**config.mk**
```make
export PLATFORM = sky130hd
export DESIGN_NAME = sadma_top
export DESIGN_NICKNAME = d
export VERILOG_FILES = /design/src/hdl/sadma_pkg.sv /design/src/hdl/sadma_req_sel.sv /design/src/hdl/sadma_xfer_eng.sv /design/src/hdl/sadma_top.sv
export VERILOG_INCLUDE_DIRS = /design/src /design/src/hdl
export SDC_FILE = /design/constraint.sdc
export NUM_CORES = 1
export LEC_CHECK = 0
export ABC_AREA = 1
export BUFFER_PORTS_ARGS = -buffer_cell sky130_fd_sc_hd__buf_2
export CORE_ASPECT_RATIO = 1.5
export CORE_MARGIN = 2
export CORE_UTILIZATION = 50
export DETAILED_ROUTE_END_ITERATION = 8
export GPL_TIMING_DRIVEN = 0
export PLACE_DENSITY_LB_ADDON = 0.1
export SETUP_SLACK_MARGIN = 0.02
export SLEW_MARGIN = 10
export SYNTH_ARGS = -nofsm -noshare
export SYNTH_HDL_FRONTEND = slang
export SYNTH_SLANG_ARGS = --single-unit
```
**constraint.sdc**
```tcl
create_clock -name i_ref_clk -period 3.5 [get_ports i_ref_clk]
set_clock_uncertainty 0.1 [all_clocks]
set_input_delay 0.35 -clock i_ref_clk [delete_from_list [all_inputs] [get_ports i_ref_clk]]
set_output_delay 0.35 -clock i_ref_clk [all_outputs]
set_load 0.02 [all_outputs]
```
**src/hdl/sadma_params.svh**
```systemverilog
// Constants for the short-address DMA channel: register offsets, field positions,
// reset values. Assumes byte addresses on an 8-bit APB address bus.
`ifndef SADMA_PARAMS_SVH
`define SADMA_PARAMS_SVH

// ************************************************
// Register offsets
// ************************************************
`define SADMA_OFF_MEM_ADDR 8'h00
`define SADMA_OFF_FIX_ADDR 8'h04
`define SADMA_OFF_COUNT 8'h08
`define SADMA_OFF_CTRL 8'h0c
`define SADMA_OFF_STATUS 8'h10
`define SADMA_OFF_MASK 8'h14

// ************************************************
// Control and status fields
// ************************************************
`define SADMA_CTL_TE 0
`define SADMA_CTL_EIE 1
`define SADMA_CTL_RPT 2
`define SADMA_CTL_DIR 3
`define SADMA_CTL_WORD 4
`define SADMA_CTL_DEC 5
`define SADMA_CTL_SEL_LO 8
`define SADMA_STS_END 0
`define SADMA_STS_XFER 1

// ************************************************
// Fixed values and reset values
// ************************************************
`define SADMA_FIXED_HIGH 8'hff
`define SADMA_NUM_SRC 6
`define SADMA_RST_ADDR 24'h000000
`define SADMA_RST_FIX 16'h0000
`define SADMA_RST_CNT 16'h0000
`define SADMA_RST_CTL 6'h00
`define SADMA_RST_STS 2'h0

`endif

```
**src/hdl/sadma_pkg.sv**
```systemverilog
// Types shared by the short-address DMA channel modules.
// Assumes nothing of its surroundings.
package sadma_pkg;

	// Transfer engine phases
	typedef enum logic [1:0] {
		SADMA_ENG_IDLE = 2'b00,
		SADMA_ENG_READ = 2'b01,
		SADMA_ENG_WRITE = 2'b10
	} sadma_eng_state_t;

	// Activation source codes; 6 and 7 select nothing
	typedef enum logic [2:0] {
		SADMA_SRC_ADC_END = 3'b000,
		SADMA_SRC_SER_TX = 3'b001,
		SADMA_SRC_SER_RX = 3'b010,
		SADMA_SRC_TMR0_A = 3'b011,
		SADMA_SRC_TMR1_A = 3'b100,
		SADMA_SRC_TMR2_A = 3'b101,
		SADMA_SRC_NONE6 = 3'b110,
		SADMA_SRC_NONE7 = 3'b111
	} sadma_src_t;

endpackage : sadma_pkg

```
**src/hdl/sadma_req_sel.sv**
```systemverilog
// Activation request selector: picks one peripheral interrupt line and holds it pending.
// Assumes request lines are synchronous one-cycle or level strobes from on-chip peripherals.
`timescale 1ns/1ps
`include "sadma_params.svh"

module sadma_req_sel
(
	input wire logic i_ref_clk,
	input wire logic i_rst_n,
	input wire logic [`SADMA_NUM_SRC-1:0] i_req,
	input wire sadma_pkg::sadma_src_t i_sel,
	input wire logic i_enable,
	input wire logic i_take,
	output logic o_pending
);
	import sadma_pkg::*;

	// ************************************************
	// Source decode
	// ************************************************
	// Only the six peripheral lines can activate the channel
	wire [2:0] sel_idx = i_sel;
	wire sel_valid = (sel_idx < 3'd6);
	wire sel_hit = sel_valid & i_req[sel_idx];
	// New request wins over a take in the same cycle, so none is lost
	wire pending_next = i_enable & (sel_hit | (o_pending & ~i_take));

	// Pending flag
	always_ff @(posedge i_ref_clk or negedge i_rst_n)
	begin
		if (!i_rst_n)
			o_pending <= 1'b0;
		else
			o_pending <= pending_next;
	end
endmodule : sadma_req_sel

```
**src/hdl/sadma_xfer_eng.sv**
```systemverilog
// Dual-address transfer engine: one read from the source, one write to the destination.
// Assumes an internal bus slave that acknowledges each held request with i_bus_ack.
`timescale 1ns/1ps

module sadma_xfer_eng
(
	input wire logic i_ref_clk,
	input wire logic i_rst_n,
	input wire logic i_start,
	input wire logic [23:0] i_src_addr,
	input wire logic [23:0] i_dst_addr,
	input wire logic i_word,
	output logic o_busy,
	output logic o_done,
	output logic o_bus_req,
	output logic o_bus_wr,
	output logic o_bus_word,
	output logic [23:0] o_bus_addr,
	output logic [15:0] o_bus_wdata,
	input wire logic i_bus_ack,
	input wire logic [15:0] i_bus_rdata
);
	import sadma_pkg::*;

	sadma_eng_state_t state_reg;
	logic [23:0] dst_reg;

	// Byte transfers carry the low lane only
	wire [15:0] rd_data = o_bus_word ? i_bus_rdata : {8'h00, i_bus_rdata[7:0]};

	// ************************************************
	// Read then write sequence
	// ************************************************
	// Request and address are held until the bus acknowledges
	always_ff @(posedge i_ref_clk or negedge i_rst_n)
	begin
		if (!i_rst_n)
		begin
			state_reg <= SADMA_ENG_IDLE;
			dst_reg <= 24'h000000;
			o_busy <= 1'b0;
			o_done <= 1'b0;
			o_bus_req <= 1'b0;
			o_bus_wr <= 1'b0;
			o_bus_word <= 1'b0;
			o_bus_addr <= 24'h000000;
			o_bus_wdata <= 16'h0000;
		end
		else
		begin
			o_done <= 1'b0;
			unique case (state_reg)
				SADMA_ENG_IDLE:
					if (i_start)
					begin
						state_reg <= SADMA_ENG_READ;
						o_busy <= 1'b1;
						o_bus_req <= 1'b1;
						o_bus_wr <= 1'b0;
						o_bus_word <= i_word;
						o_bus_addr <= i_src_addr;
						dst_reg <= i_dst_addr;
					end
				SADMA_ENG_READ:
					if (i_bus_ack)
					begin
						state_reg <= SADMA_ENG_WRITE;
						o_bus_wr <= 1'b1;
						o_bus_addr <= dst_reg;
						o_bus_wdata <= rd_data;
					end
				SADMA_ENG_WRITE:
					if (i_bus_ack)
					begin
						state_reg <= SADMA_ENG_IDLE;
						o_bus_req <= 1'b0;
						o_bus_wr <= 1'b0;
						o_busy <= 1'b0;
						o_done <= 1'b1;
					end
				default:
					state_reg <= SADMA_ENG_IDLE;
			endcase
		end
	end
endmodule : sadma_xfer_eng

```
**src/hdl/sadma_top.sv**
```systemverilog
// Short-address DMA channel: APB register file, sequencing and interrupts.
// Assumes APB master on i_ref_clk and an internal bus slave that acknowledges each access.
//
// How it works
// - With repeat_select at 0 the channel runs in sequential mode.
// - In sequential mode each request moves one unit and then steps the memory address, for the programmed count.
// - The memory address is 24 bits and steps up or down by 1 for bytes and by 2 for words.
// - The fixed-side address is the 16-bit register with the upper 8 bits forced to ones and never changes.
// - direction_select 0 reads memory and writes the fixed side; 1 swaps them.
// - The 16-bit count drops by one per transfer and at zero clears transfer_enable and stops.
// - At the end of a run with end_interrupt_enable set, an interrupt request is raised.
// - A count loaded with zero gives 65,536 transfers.
// - Only A/D end, serial transmit, serial receive and timer 0 to 2 channel A events activate transfers.
// - With repeat_select and end_interrupt_enable both 1 the channel runs in idle mode.
// - In idle mode each request moves exactly one unit, for the programmed count.
// - In idle mode the memory address stays unchanged after every transfer.
// - While end_interrupt_enable is 1 and transfer_enable 0 the end interrupt stays pending until either changes.
//
// Our own choices: register access over APB and the register offsets.
`timescale 1ns/1ps
`include "sadma_params.svh"

module sadma_top
(
	input wire logic i_ref_clk,
	input wire logic i_rst_n,
	input wire logic i_psel,
	input wire logic i_penable,
	input wire logic i_pwrite,
	input wire logic [7:0] i_paddr,
	input wire logic [31:0] i_pwdata,
	output logic [31:0] o_prdata,
	output logic o_pready,
	output logic o_pslverr,
	input wire logic [`SADMA_NUM_SRC-1:0] i_xfer_req,
	output logic o_bus_req,
	output logic o_bus_wr,
	output logic o_bus_word,
	output logic [23:0] o_bus_addr,
	output logic [15:0] o_bus_wdata,
	input wire logic i_bus_ack,
	input wire logic [15:0] i_bus_rdata,
	output logic o_end_irq,
	output logic o_irq
);
	import sadma_pkg::*;

	// ************************************************
	// Helpers
	// ************************************************
	// Address step shared by the update path and its check
	function automatic logic [23:0] step_addr(input logic [23:0] addr, input logic word, input logic dec);
		logic [23:0] delta;
		delta = word ? 24'h000002 : 24'h000001;
		step_addr = dec ? addr - delta : addr + delta;
	endfunction : step_addr

	// ************************************************
	// Registers
	// ************************************************
	logic [23:0] mar_reg;
	logic [15:0] fixed_side_address_reg;
	logic [15:0] cnt_reg;
	logic [5:0] ctl_reg;
	sadma_src_t sel_reg;
	logic [1:0] sts_reg;
	logic [1:0] mask_reg;
	logic start_reg;
	logic pending;
	logic eng_busy;
	logic eng_done;

	// ************************************************
	// APB decode
	// ************************************************
	// One wait state so read data can come from a flip-flop
	wire acc = i_psel & i_penable;
	wire wr_fire = acc & o_pready & i_pwrite;
	wire hit_mar = (i_paddr == `SADMA_OFF_MEM_ADDR);
	wire hit_fixed_side_address = (i_paddr == `SADMA_OFF_FIX_ADDR);
	wire hit_cnt = (i_paddr == `SADMA_OFF_COUNT);
	wire hit_ctl = (i_paddr == `SADMA_OFF_CTRL);
	wire hit_sts = (i_paddr == `SADMA_OFF_STATUS);
	wire hit_mask = (i_paddr == `SADMA_OFF_MASK);
	wire hit_any = hit_mar | hit_fixed_side_address | hit_cnt | hit_ctl | hit_sts | hit_mask;
	wire [31:0] rd_mux = hit_mar ? {8'h00, mar_reg} :
		hit_fixed_side_address ? {16'h0000, fixed_side_address_reg} :
		hit_cnt ? {16'h0000, cnt_reg} :
		hit_ctl ? {21'h000000, sel_reg, 2'h0, ctl_reg} :
		hit_sts ? {30'h00000000, sts_reg} :
		hit_mask ? {30'h00000000, mask_reg} : 32'h00000000;

	// ************************************************
	// Mode and address selection
	// ************************************************
	wire te = ctl_reg[`SADMA_CTL_TE];
	wire eie = ctl_reg[`SADMA_CTL_EIE];
	wire rpt = ctl_reg[`SADMA_CTL_RPT];
	wire dir = ctl_reg[`SADMA_CTL_DIR];
	wire word = ctl_reg[`SADMA_CTL_WORD];
	wire dec = ctl_reg[`SADMA_CTL_DEC];
	wire mode_seq = ~rpt;
	wire mode_idle = rpt & eie;
	// Repeat mode proper is not built here, so that combination never starts
	wire mode_ok = mode_seq | mode_idle;
	wire [23:0] fix_addr = {`SADMA_FIXED_HIGH, fixed_side_address_reg};
	wire [23:0] src_addr = dir ? fix_addr : mar_reg;
	wire [23:0] dst_addr = dir ? mar_reg : fix_addr;
	// No start in the cycle a transfer retires, since the count may end the run then
	wire go = pending & te & mode_ok & ~eng_busy & ~start_reg & ~eng_done;
	wire [15:0] cnt_dec = cnt_reg - 16'h0001;
	wire end_of_run = eng_done & (cnt_dec == 16'h0000);
	wire end_pend = eie & ~te;
	wire [1:0] sts_set = {eng_done, end_of_run};
	wire [1:0] sts_clr = (wr_fire & hit_sts) ? i_pwdata[1:0] : 2'h0;
	wire [1:0] sts_next = (sts_reg & ~sts_clr) | sts_set;

	// ************************************************
	// APB response
	// ************************************************
	always_ff @(posedge i_ref_clk or negedge i_rst_n)
	begin
		if (!i_rst_n)
		begin
			o_pready <= 1'b0;
			o_prdata <= 32'h00000000;
			o_pslverr <= 1'b0;
		end
		else
		begin
			o_pready <= acc & ~o_pready;
			o_prdata <= (acc & ~o_pready & ~i_pwrite) ? rd_mux : 32'h00000000;
			o_pslverr <= acc & ~o_pready & ~hit_any;
		end
	end

	// ************************************************
	// Address and count registers
	// ************************************************
	// Software write wins over the hardware update in the same cycle
	always_ff @(posedge i_ref_clk or negedge i_rst_n)
	begin
		if (!i_rst_n)
		begin
			mar_reg <= `SADMA_RST_ADDR;
			fixed_side_address_reg <= `SADMA_RST_FIX;
			cnt_reg <= `SADMA_RST_CNT;
		end
		else
		begin
			if (wr_fire & hit_mar)
				mar_reg <= i_pwdata[23:0];
			else if (eng_done & mode_seq)
				mar_reg <= step_addr(mar_reg, word, dec);
			if (wr_fire & hit_fixed_side_address)
				fixed_side_address_reg <= i_pwdata[15:0];
			if (wr_fire & hit_cnt)
				cnt_reg <= i_pwdata[15:0];
			else if (eng_done)
				cnt_reg <= cnt_dec;
		end
	end

	// ************************************************
	// Control, status and mask
	// ************************************************
	always_ff @(posedge i_ref_clk or negedge i_rst_n)
	begin
		if (!i_rst_n)
		begin
			ctl_reg <= `SADMA_RST_CTL;
			sel_reg <= SADMA_SRC_ADC_END;
			sts_reg <= `SADMA_RST_STS;
			mask_reg <= `SADMA_RST_STS;
		end
		else
		begin
			if (wr_fire & hit_ctl)
			begin
				ctl_reg <= i_pwdata[5:0];
				sel_reg <= sadma_src_t'(i_pwdata[`SADMA_CTL_SEL_LO+2:`SADMA_CTL_SEL_LO]);
			end
			else if (end_of_run)
				ctl_reg[`SADMA_CTL_TE] <= 1'b0;
			sts_reg <= sts_next;
			if (wr_fire & hit_mask)
				mask_reg <= i_pwdata[1:0];
		end
	end

	// ************************************************
	// Start strobe and interrupt outputs
	// ************************************************
	// Outputs lag their cause by one cycle so they come from flip-flops
	always_ff @(posedge i_ref_clk or negedge i_rst_n)
	begin
		if (!i_rst_n)
		begin
			start_reg <= 1'b0;
			o_end_irq <= 1'b0;
			o_irq <= 1'b0;
		end
		else
		begin
			start_reg <= go;
			o_end_irq <= end_pend;
			o_irq <= |(sts_reg & mask_reg);
		end
	end

	// ************************************************
	// Submodules
	// ************************************************
	sadma_req_sel u_req_sel
	(
		.i_ref_clk(i_ref_clk),
		.i_rst_n(i_rst_n),
		.i_req(i_xfer_req),
		.i_sel(sel_reg),
		.i_enable(te),
		.i_take(go),
		.o_pending(pending)
	);

	sadma_xfer_eng u_xfer_eng
	(
		.i_ref_clk(i_ref_clk),
		.i_rst_n(i_rst_n),
		.i_start(start_reg),
		.i_src_addr(src_addr),
		.i_dst_addr(dst_addr),
		.i_word(word),
		.o_busy(eng_busy),
		.o_done(eng_done),
		.o_bus_req(o_bus_req),
		.o_bus_wr(o_bus_wr),
		.o_bus_word(o_bus_word),
		.o_bus_addr(o_bus_addr),
		.o_bus_wdata(o_bus_wdata),
		.i_bus_ack(i_bus_ack),
		.i_bus_rdata(i_bus_rdata)
	);
endmodule : sadma_top

```
==> run summary, run 1 <==
status = completed
final slew viol count = 0
mean number of vias per cell = 5.46
gr usage total = 31.3%
CTS H-tree depth = 4
Comb power frac = 9.6%
Pint = 0.00317 W
FF+latch count, synth = 169
Sequential Power Share = 46.9%
gr ovfl total = 0
crit path kind = reg2reg
Nets = 1,465
Routed Antenna Nets = 0
DRC Markers = 0
final worst slack = 562 ps
DP Wirelength = 23.3 mm
Critical Path AT = 3160 ps
Iteration-0 DRC Markers = 729
fraction of layout cells with a size suffix above 1 = 15.7%
Fmax = 340 MHz
Port-buffer cells = 130
CTS tree = yes
RR Endpoint = mar_reg[14]$_DFFE_PN0P_
vias post-DR = 8,935
Cell Area, Placed = 0.0103 mm2
Pre-Repair DR Iteration Count = 5
most common cell after layout, fill and taps aside = nand2_1
R2R Setup Slk = 560 ps
vias in the first global route = 8,705
Hold EP = u_xfer_eng.o_bus_wdata[4]$_DFFE_PN0P_
clock slew at reported path FFs = 70 ps
WL final = 29.8 mm
worst skew pair latency = 440 ps
initial antenna violation count = 0
Hold Startpoint = i_bus_rdata[4]
worst rel slew slack = 55.3%
Crit. Startpoint = ctl_reg[5]$_DFFE_PN0P_
first-pass GRT wire length = 46.5 mm
root cell of the clock tree = clkbuf_16
DP Cell Count = 1,603
RSZ-0062 raised after global routing = false
Final Setup Violations = 0
chip width = 115 um
largest net degree at the start of global routing = 87
Syn. warnings = 0
area grow syn2layout = 17.6%
non-filler cells, final = 1,636
fin util = 59.6%
CP required = 3720 ps
CP max FO = 24
Setup WS pre-CTS = 281 ps
n_diodes = 0
reg2reg path depth = 14
final hold viol count = 0
Max VDD drop = 0.000283 V
switching power = 0.00125 W
Hold Crit Depth = 3
Worst-Margin Slew = 671 ps
EDFF count, synth = 0
clock buffer depth = 2
worst hold path type = in2reg
GPL Wtd Cong = 0.970
number of max-cap violations = 0
fin crit period = 2940 ps
Final Cycle Share = 83.9%
core footprint = 0.0184 mm2
top-level port count = 147
clk sinks = 169
post-synth cell types = 44
CTS Buf Count = 17
Row Count = 61
CP startpoint kind = flop
Filler cells = 1,778
Vert. Die Dim = 171 um
Main synth FF type = dfrtp_1
Gate Count Post-Synth = 1,213
Leakage = 5.50 nW
reg2reg start = ctl_reg[5]$_DFFE_PN0P_
Setup Fix Bufs, Post-CTS = 0
wire per inst = 18.2 um
syn_area_per_cell = 7.68 um2
Power Density = 403 mW/mm2
Final Cell Area = 0.0110 mm2
sequential cell area fraction in the yosys report = 45.4%
Synth async-reset ratio = 100%
Sw Ratio = 28.2%
Syn Std Cell Area = 0.00931 mm2
die area = 0.0198 mm2
Worst Setup End Kind = flop
Initial Util = 50.6%
most used cells in the layout excluding fill and tap cells = nand2_1, dfrtp_1, buf_2
clock power share = 43.5%
-- logic make-up after synthesis --
group | count (synthesis) | share of synthesized area, %
AO/OA/AOI/OAI | 277 | 17.4
XOR/XNOR | 10 | 0.941
adder cells (fa/ha/maj) | 26 | 3.57
buffers and inverters | 171 | 7.59
flip-flops | 169 | 45.4
other | 1 | 0.0403
AND/OR/NAND/NOR | 559 | 25.0
-- timing repair --
item,in CTS,in global routing
hold endpoints to repair,85,0
hold buffers,1,0
gates resized for setup,0,1
endpoints found under the setup margin,0,1
-- synth_stat cells (all sizes together), types with 7 or more instances --
cell,instances,area [um2]
nand2,353,1350
dfrtp,169,4230
o21ai,129,657
nor2,126,536
inv,122,460
a21oi,52,260
nand3,44,230
a31oi,32,200
buf,25,155
ha,25,313
clkbuf,24,91.3
o211ai,21,158
nor3,16,80.1
o221ai,16,140
nand4,11,75.1
a221oi,7,61.3
o21bai,7,52.6
o22ai,7,43.8
-- final cells by class --
class | instances | area [um2] | area share [%]
multi-input cells | 880 | 4400 | 40.2
flip-flops and latches | 169 | 4230 | 38.6
repair buffers | 132 | 698 | 6.37
inverters | 122 | 460 | 4.20
clock buffers | 17 | 425 | 3.88
well taps | 252 | 315 | 2.88
plain buffers | 49 | 246 | 2.25
clock inverters | 15 | 176 | 1.61
-- worst max path at each step --
stage | endpoint | slack, ps | depth (start not counted)
2_1_floorplan | mar_reg[18]$_DFFE_PN0P_ | 1040 | 16
3_3_place_gp | cnt_reg[10]$_DFFE_PN0P_ | -690 | 1
3_5_place_dp | mar_reg[14]$_DFFE_PN0P_ | 280 | 14
4_1_cts | mar_reg[14]$_DFFE_PN0P_ | 250 | 14
5_1_grt | mar_reg[14]$_DFFE_PN0P_ | 280 | 14
6_report | mar_reg[14]$_DFFE_PN0P_ | 560 | 14
-- power by group through the flow --
stage | Clock [W] | Sequential (W) | Combinational, W
after detailed placement | 0 | 0.00211 | 0.000424
after global placement | 0 | 0.00211 | 0.000416
after CTS | 0.00193 | 0.00207 | 0.000428
after floorplan | 0 | 0.00213 | 0.000210
final | 0.00192 | 0.00207 | 0.000425
after global routing | 0.00201 | 0.00208 | 0.000481
-- metrics by stage --
stage | total power, W | setup TNS (ps) | hold slack [ps]
5_1_grt | 0.00457 | 0 | 8.03
3_3_place_gp | 0.00252 | -113790 | 316
6_report | 0.00442 | 0 | 6.30
2_1_floorplan | 0.00234 | 0 | -45.6
4_1_cts | 0.00443 | 0 | 0.704
3_5_place_dp | 0.00253 | 0 | 300
-- critical path: stages, from the launching register on --
cell     delay [ps]
dfrtp_2         720
inv_1           140
nor2_1          160
inv_1            80
fa_1            430
inv_1            70
nand3_1          60
nand2_1         220
nand2_1          80
nand2_1         160
inv_1            50
o21ai_0         260
a21oi_1         100
o21ai_0         110
nand2_1          70
-- routing by layer --
layer	global-route usage, %	up-vias	routed length (um)
li1	-	4337	-
met1	36.0	4180	11500
met2	54.8	320	15200
met3	4.29	98	1350
met4	18.0	0	1700
met5	0	-	0
No activity file was read; power rests on OpenSTA's default activity.
==> inputs of run 2 (changes only) <==
Settings changed: ABC_AREA 1 to 0.
Clock period 3.5 ns to 2.7 ns, I/O delays scaled along.
==> run 2 against run 1 <==
Against the previous run:
- the run now ends with setup timing left
- core utilization rose by 3.5 points
- non-clock buffer count rose by 56
- critical path depth fell by 4
- setup slack got worse by 850 ps
- die area fell by 0.52%
- worst hold slack improved by 3.4 ps
- first-iteration DRC count fell by 32%
- wire length fell by 10%
- global-route usage fell by 2.7 points
- fmax fell by 1.8%
- power rose by 34%
- sequential cell count did not move
==> run summary, run 2 <==
fraction of layout cells with a size suffix above 1 = 23.4%
worst skew pair latency = 440 ps
Worst-Margin Slew = 826 ps
Hold Startpoint = i_psel
CP max stage delay = 500 ps
Max VDD drop = 0.000398 V
DRC Markers = 0
crit path max-delay cell type = dfrtp_4
R2R Setup Slk = -290 ps
worst hold path type = in2reg
Worst Setup End Kind = flop
number of max-cap violations = 0
Fmax = 334 MHz
Hold Crit Depth = 3
most common cell after layout, fill and taps aside = dfrtp_1
final slew viol count = 0
CP max FO = 6
setup_tns = -657 ps
CTS Buf Count = 17
final hold viol count = 0
syn_area_per_cell = 9.31 um2
failing checks = setup timing
n_diodes = 0
post-synth cell types = 63
first-pass GRT wire length = 42.9 mm
RSZ-0062 raised after global routing = true
Row Count = 61
Critical Path AT = 3250 ps
CTS tree = yes
CP Cell Sequence = buf_12 > ha_4 > a21o_4 > a2111oi_4 > a21oi_2 > or4b_4 > nand3_2 > a31oi_1 > or4_1 > a31oi_1
CP startpoint kind = flop
RR Endpoint = mar_reg[23]$_DFFE_PN0P_
Syn Std Cell Area = 0.00926 mm2
Routed Antenna Nets = 0
gr usage total = 28.6%
most used cells in the layout excluding fill and tap cells = dfrtp_1, nor2_1, buf_2
vias post-DR = 7,997
status = complete, but fails checks
Initial Util = 50.6%
fin crit period = 2990 ps
Area contributors post-synth = dfrtp_1, nor2_1, a21oi_1
top-level port count = 147
GPL Wtd Cong = 0.920
Vert. Die Dim = 171 um
wire per inst = 18.9 um
Nets = 1,284
EDFF count, synth = 0
clock buffer depth = 2
Port-buffer cells = 129
FF+latch count, synth = 169
CTS H-tree depth = 4
Hold EP = o_pready$_DFF_PN0_
Gate Count Post-Synth = 995
Crit path max-delay family = simple AND/OR/NAND/NOR gates
clock slew at reported path FFs = 70 ps
Post-synth top cells = dfrtp_1, nor2_1, a21oi_1, nand2_1, o21ai_0
CP required = 2960 ps
worst rel slew slack = 44.9%
Main synth FF type = dfrtp_1
Pre-Repair DR Iteration Count = 7
Final Cycle Share = 111%
WL final = 26.8 mm
mean number of vias per cell = 5.62
area grow syn2layout = 24.7%
reg2reg start = ctl_reg[5]$_DFFE_PN0P_
Final Setup Violations = 6
chip width = 115 um
Hold Slack = 9.70 ps
Synth async-reset ratio = 100%
crit path kind = reg2reg
dominant cell type by area after synthesis = dfrtp_1
top-count cell post-synth = dfrtp_1
Power Density = 513 mW/mm2
DP Wirelength = 19.9 mm
Iteration-0 DRC Markers = 499
largest net degree at the start of global routing = 95
Leakage = 5.44 nW
reg2reg path depth = 10
final worst slack = -293 ps
clk sinks = 169
core footprint = 0.0183 mm2
initial antenna violation count = 0
worst path bufs/invs = 1
post-synth top area share = 45.7%
sequential cell area fraction in the yosys report = 45.7%
root cell of the clock tree = clkbuf_16
Critical Path Most Common Cell = a31oi_1
Syn. warnings = 0
die area = 0.0197 mm2
gr ovfl total = 0
vias in the first global route = 8,123
Filler cells = 1,608
run 2: repair_timing:
item                                   CTS  global route
setup endpoints to repair               14            27
hold buffers                            25             0
setup buffers                           13             4
resized for setup                       33            10
endpoints found under the hold margin  117             0
pin swaps                               10             5
run 2: cell type report:
class	instances	area (um2)	area share, %
Buffer	65	314	2.72
Clock buffer	17	425	3.68
Clock inverter	15	200	1.73
Inverter	28	105	0.910
Multi-Input combinational cell	737	4910	42.5
Sequential cell	169	4240	36.7
Tap cell	220	275	2.38
Timing Repair Buffer	172	1080	9.36
run 2: power by group:
part / switching, W / internal [W] / total, W
Combinational: 0.000388 / 0.000305 / 0.000693
Sequential: 0.000117 / 0.00259 / 0.00271
Clock: 0.00118 / 0.00135 / 0.00253
run 2: cell families (layout without fill, tap and decap cells):
family                     count (synthesis)  in the layout  synth area share [%]
AOI/OAI and AO/OA                        245            245                  15.5
xor gates and xnor gates                  29             29                  2.74
DFF                                      169            169                  45.7
adders and majority gates                 26             26                  3.59
muxes                                     85             85                  10.7
other                                      1              8                0.0405
buffers and inverters                     96            297                  4.63
and+or+nand+nor                          344            344                  17.1
run 2: worst max-delay path by stage:
stage                              end                   start  depth (start not counted)  slack, ps
4_1_cts         ctl_reg[0]$_DFFE_PN0P_  cnt_reg[6]$_DFFE_PN0P_                          8       -280
3_3_place_gp    ctl_reg[5]$_DFFE_PN0P_                 i_rst_n                          1      -2040
3_5_place_dp   mar_reg[18]$_DFFE_PN0P_  ctl_reg[5]$_DFFE_PN0P_                         10       -530
2_1_floorplan   ctl_reg[0]$_DFFE_PN0P_  cnt_reg[7]$_DFFE_PN0P_                          8       -160
6_report       mar_reg[23]$_DFFE_PN0P_  ctl_reg[5]$_DFFE_PN0P_                         10       -290
5_1_grt        mar_reg[23]$_DFFE_PN0P_  ctl_reg[5]$_DFFE_PN0P_                         10       -430
run 2: layer usage:
layer | track usage, % | vias to the layer above | part of all wire (%)
met3 | 4.04 | 59 | 4.2
met5 | 0 | - | 0
met1 | 34.3 | 3815 | 41
met2 | 49.8 | 232 | 51
met4 | 14.1 | 0 | 3.9
li1 | - | 3891 | -
run 2: per-stage QoR:
stage | instances | power, W | utilization (%) | area, um2 | setup WS, ps
2_1_floorplan | 1002 | 0.00311 | - | 9360 | -158
4_1_cts | 1419 | 0.00596 | 62.6 | 11500 | -277
3_5_place_dp | 1352 | 0.00337 | 56.3 | 10300 | -529
3_3_place_gp | 1351 | 0.00336 | 56.1 | 10300 | -2040
6_report | 1423 | 0.00593 | 63.0 | 11500 | -293
5_1_grt | 1423 | 0.00619 | 63.0 | 11500 | -435
run 2: worst min-delay path: stages:
cell and delay [ps]:
buf_2 100, nand2_1 90, nor2_1 50
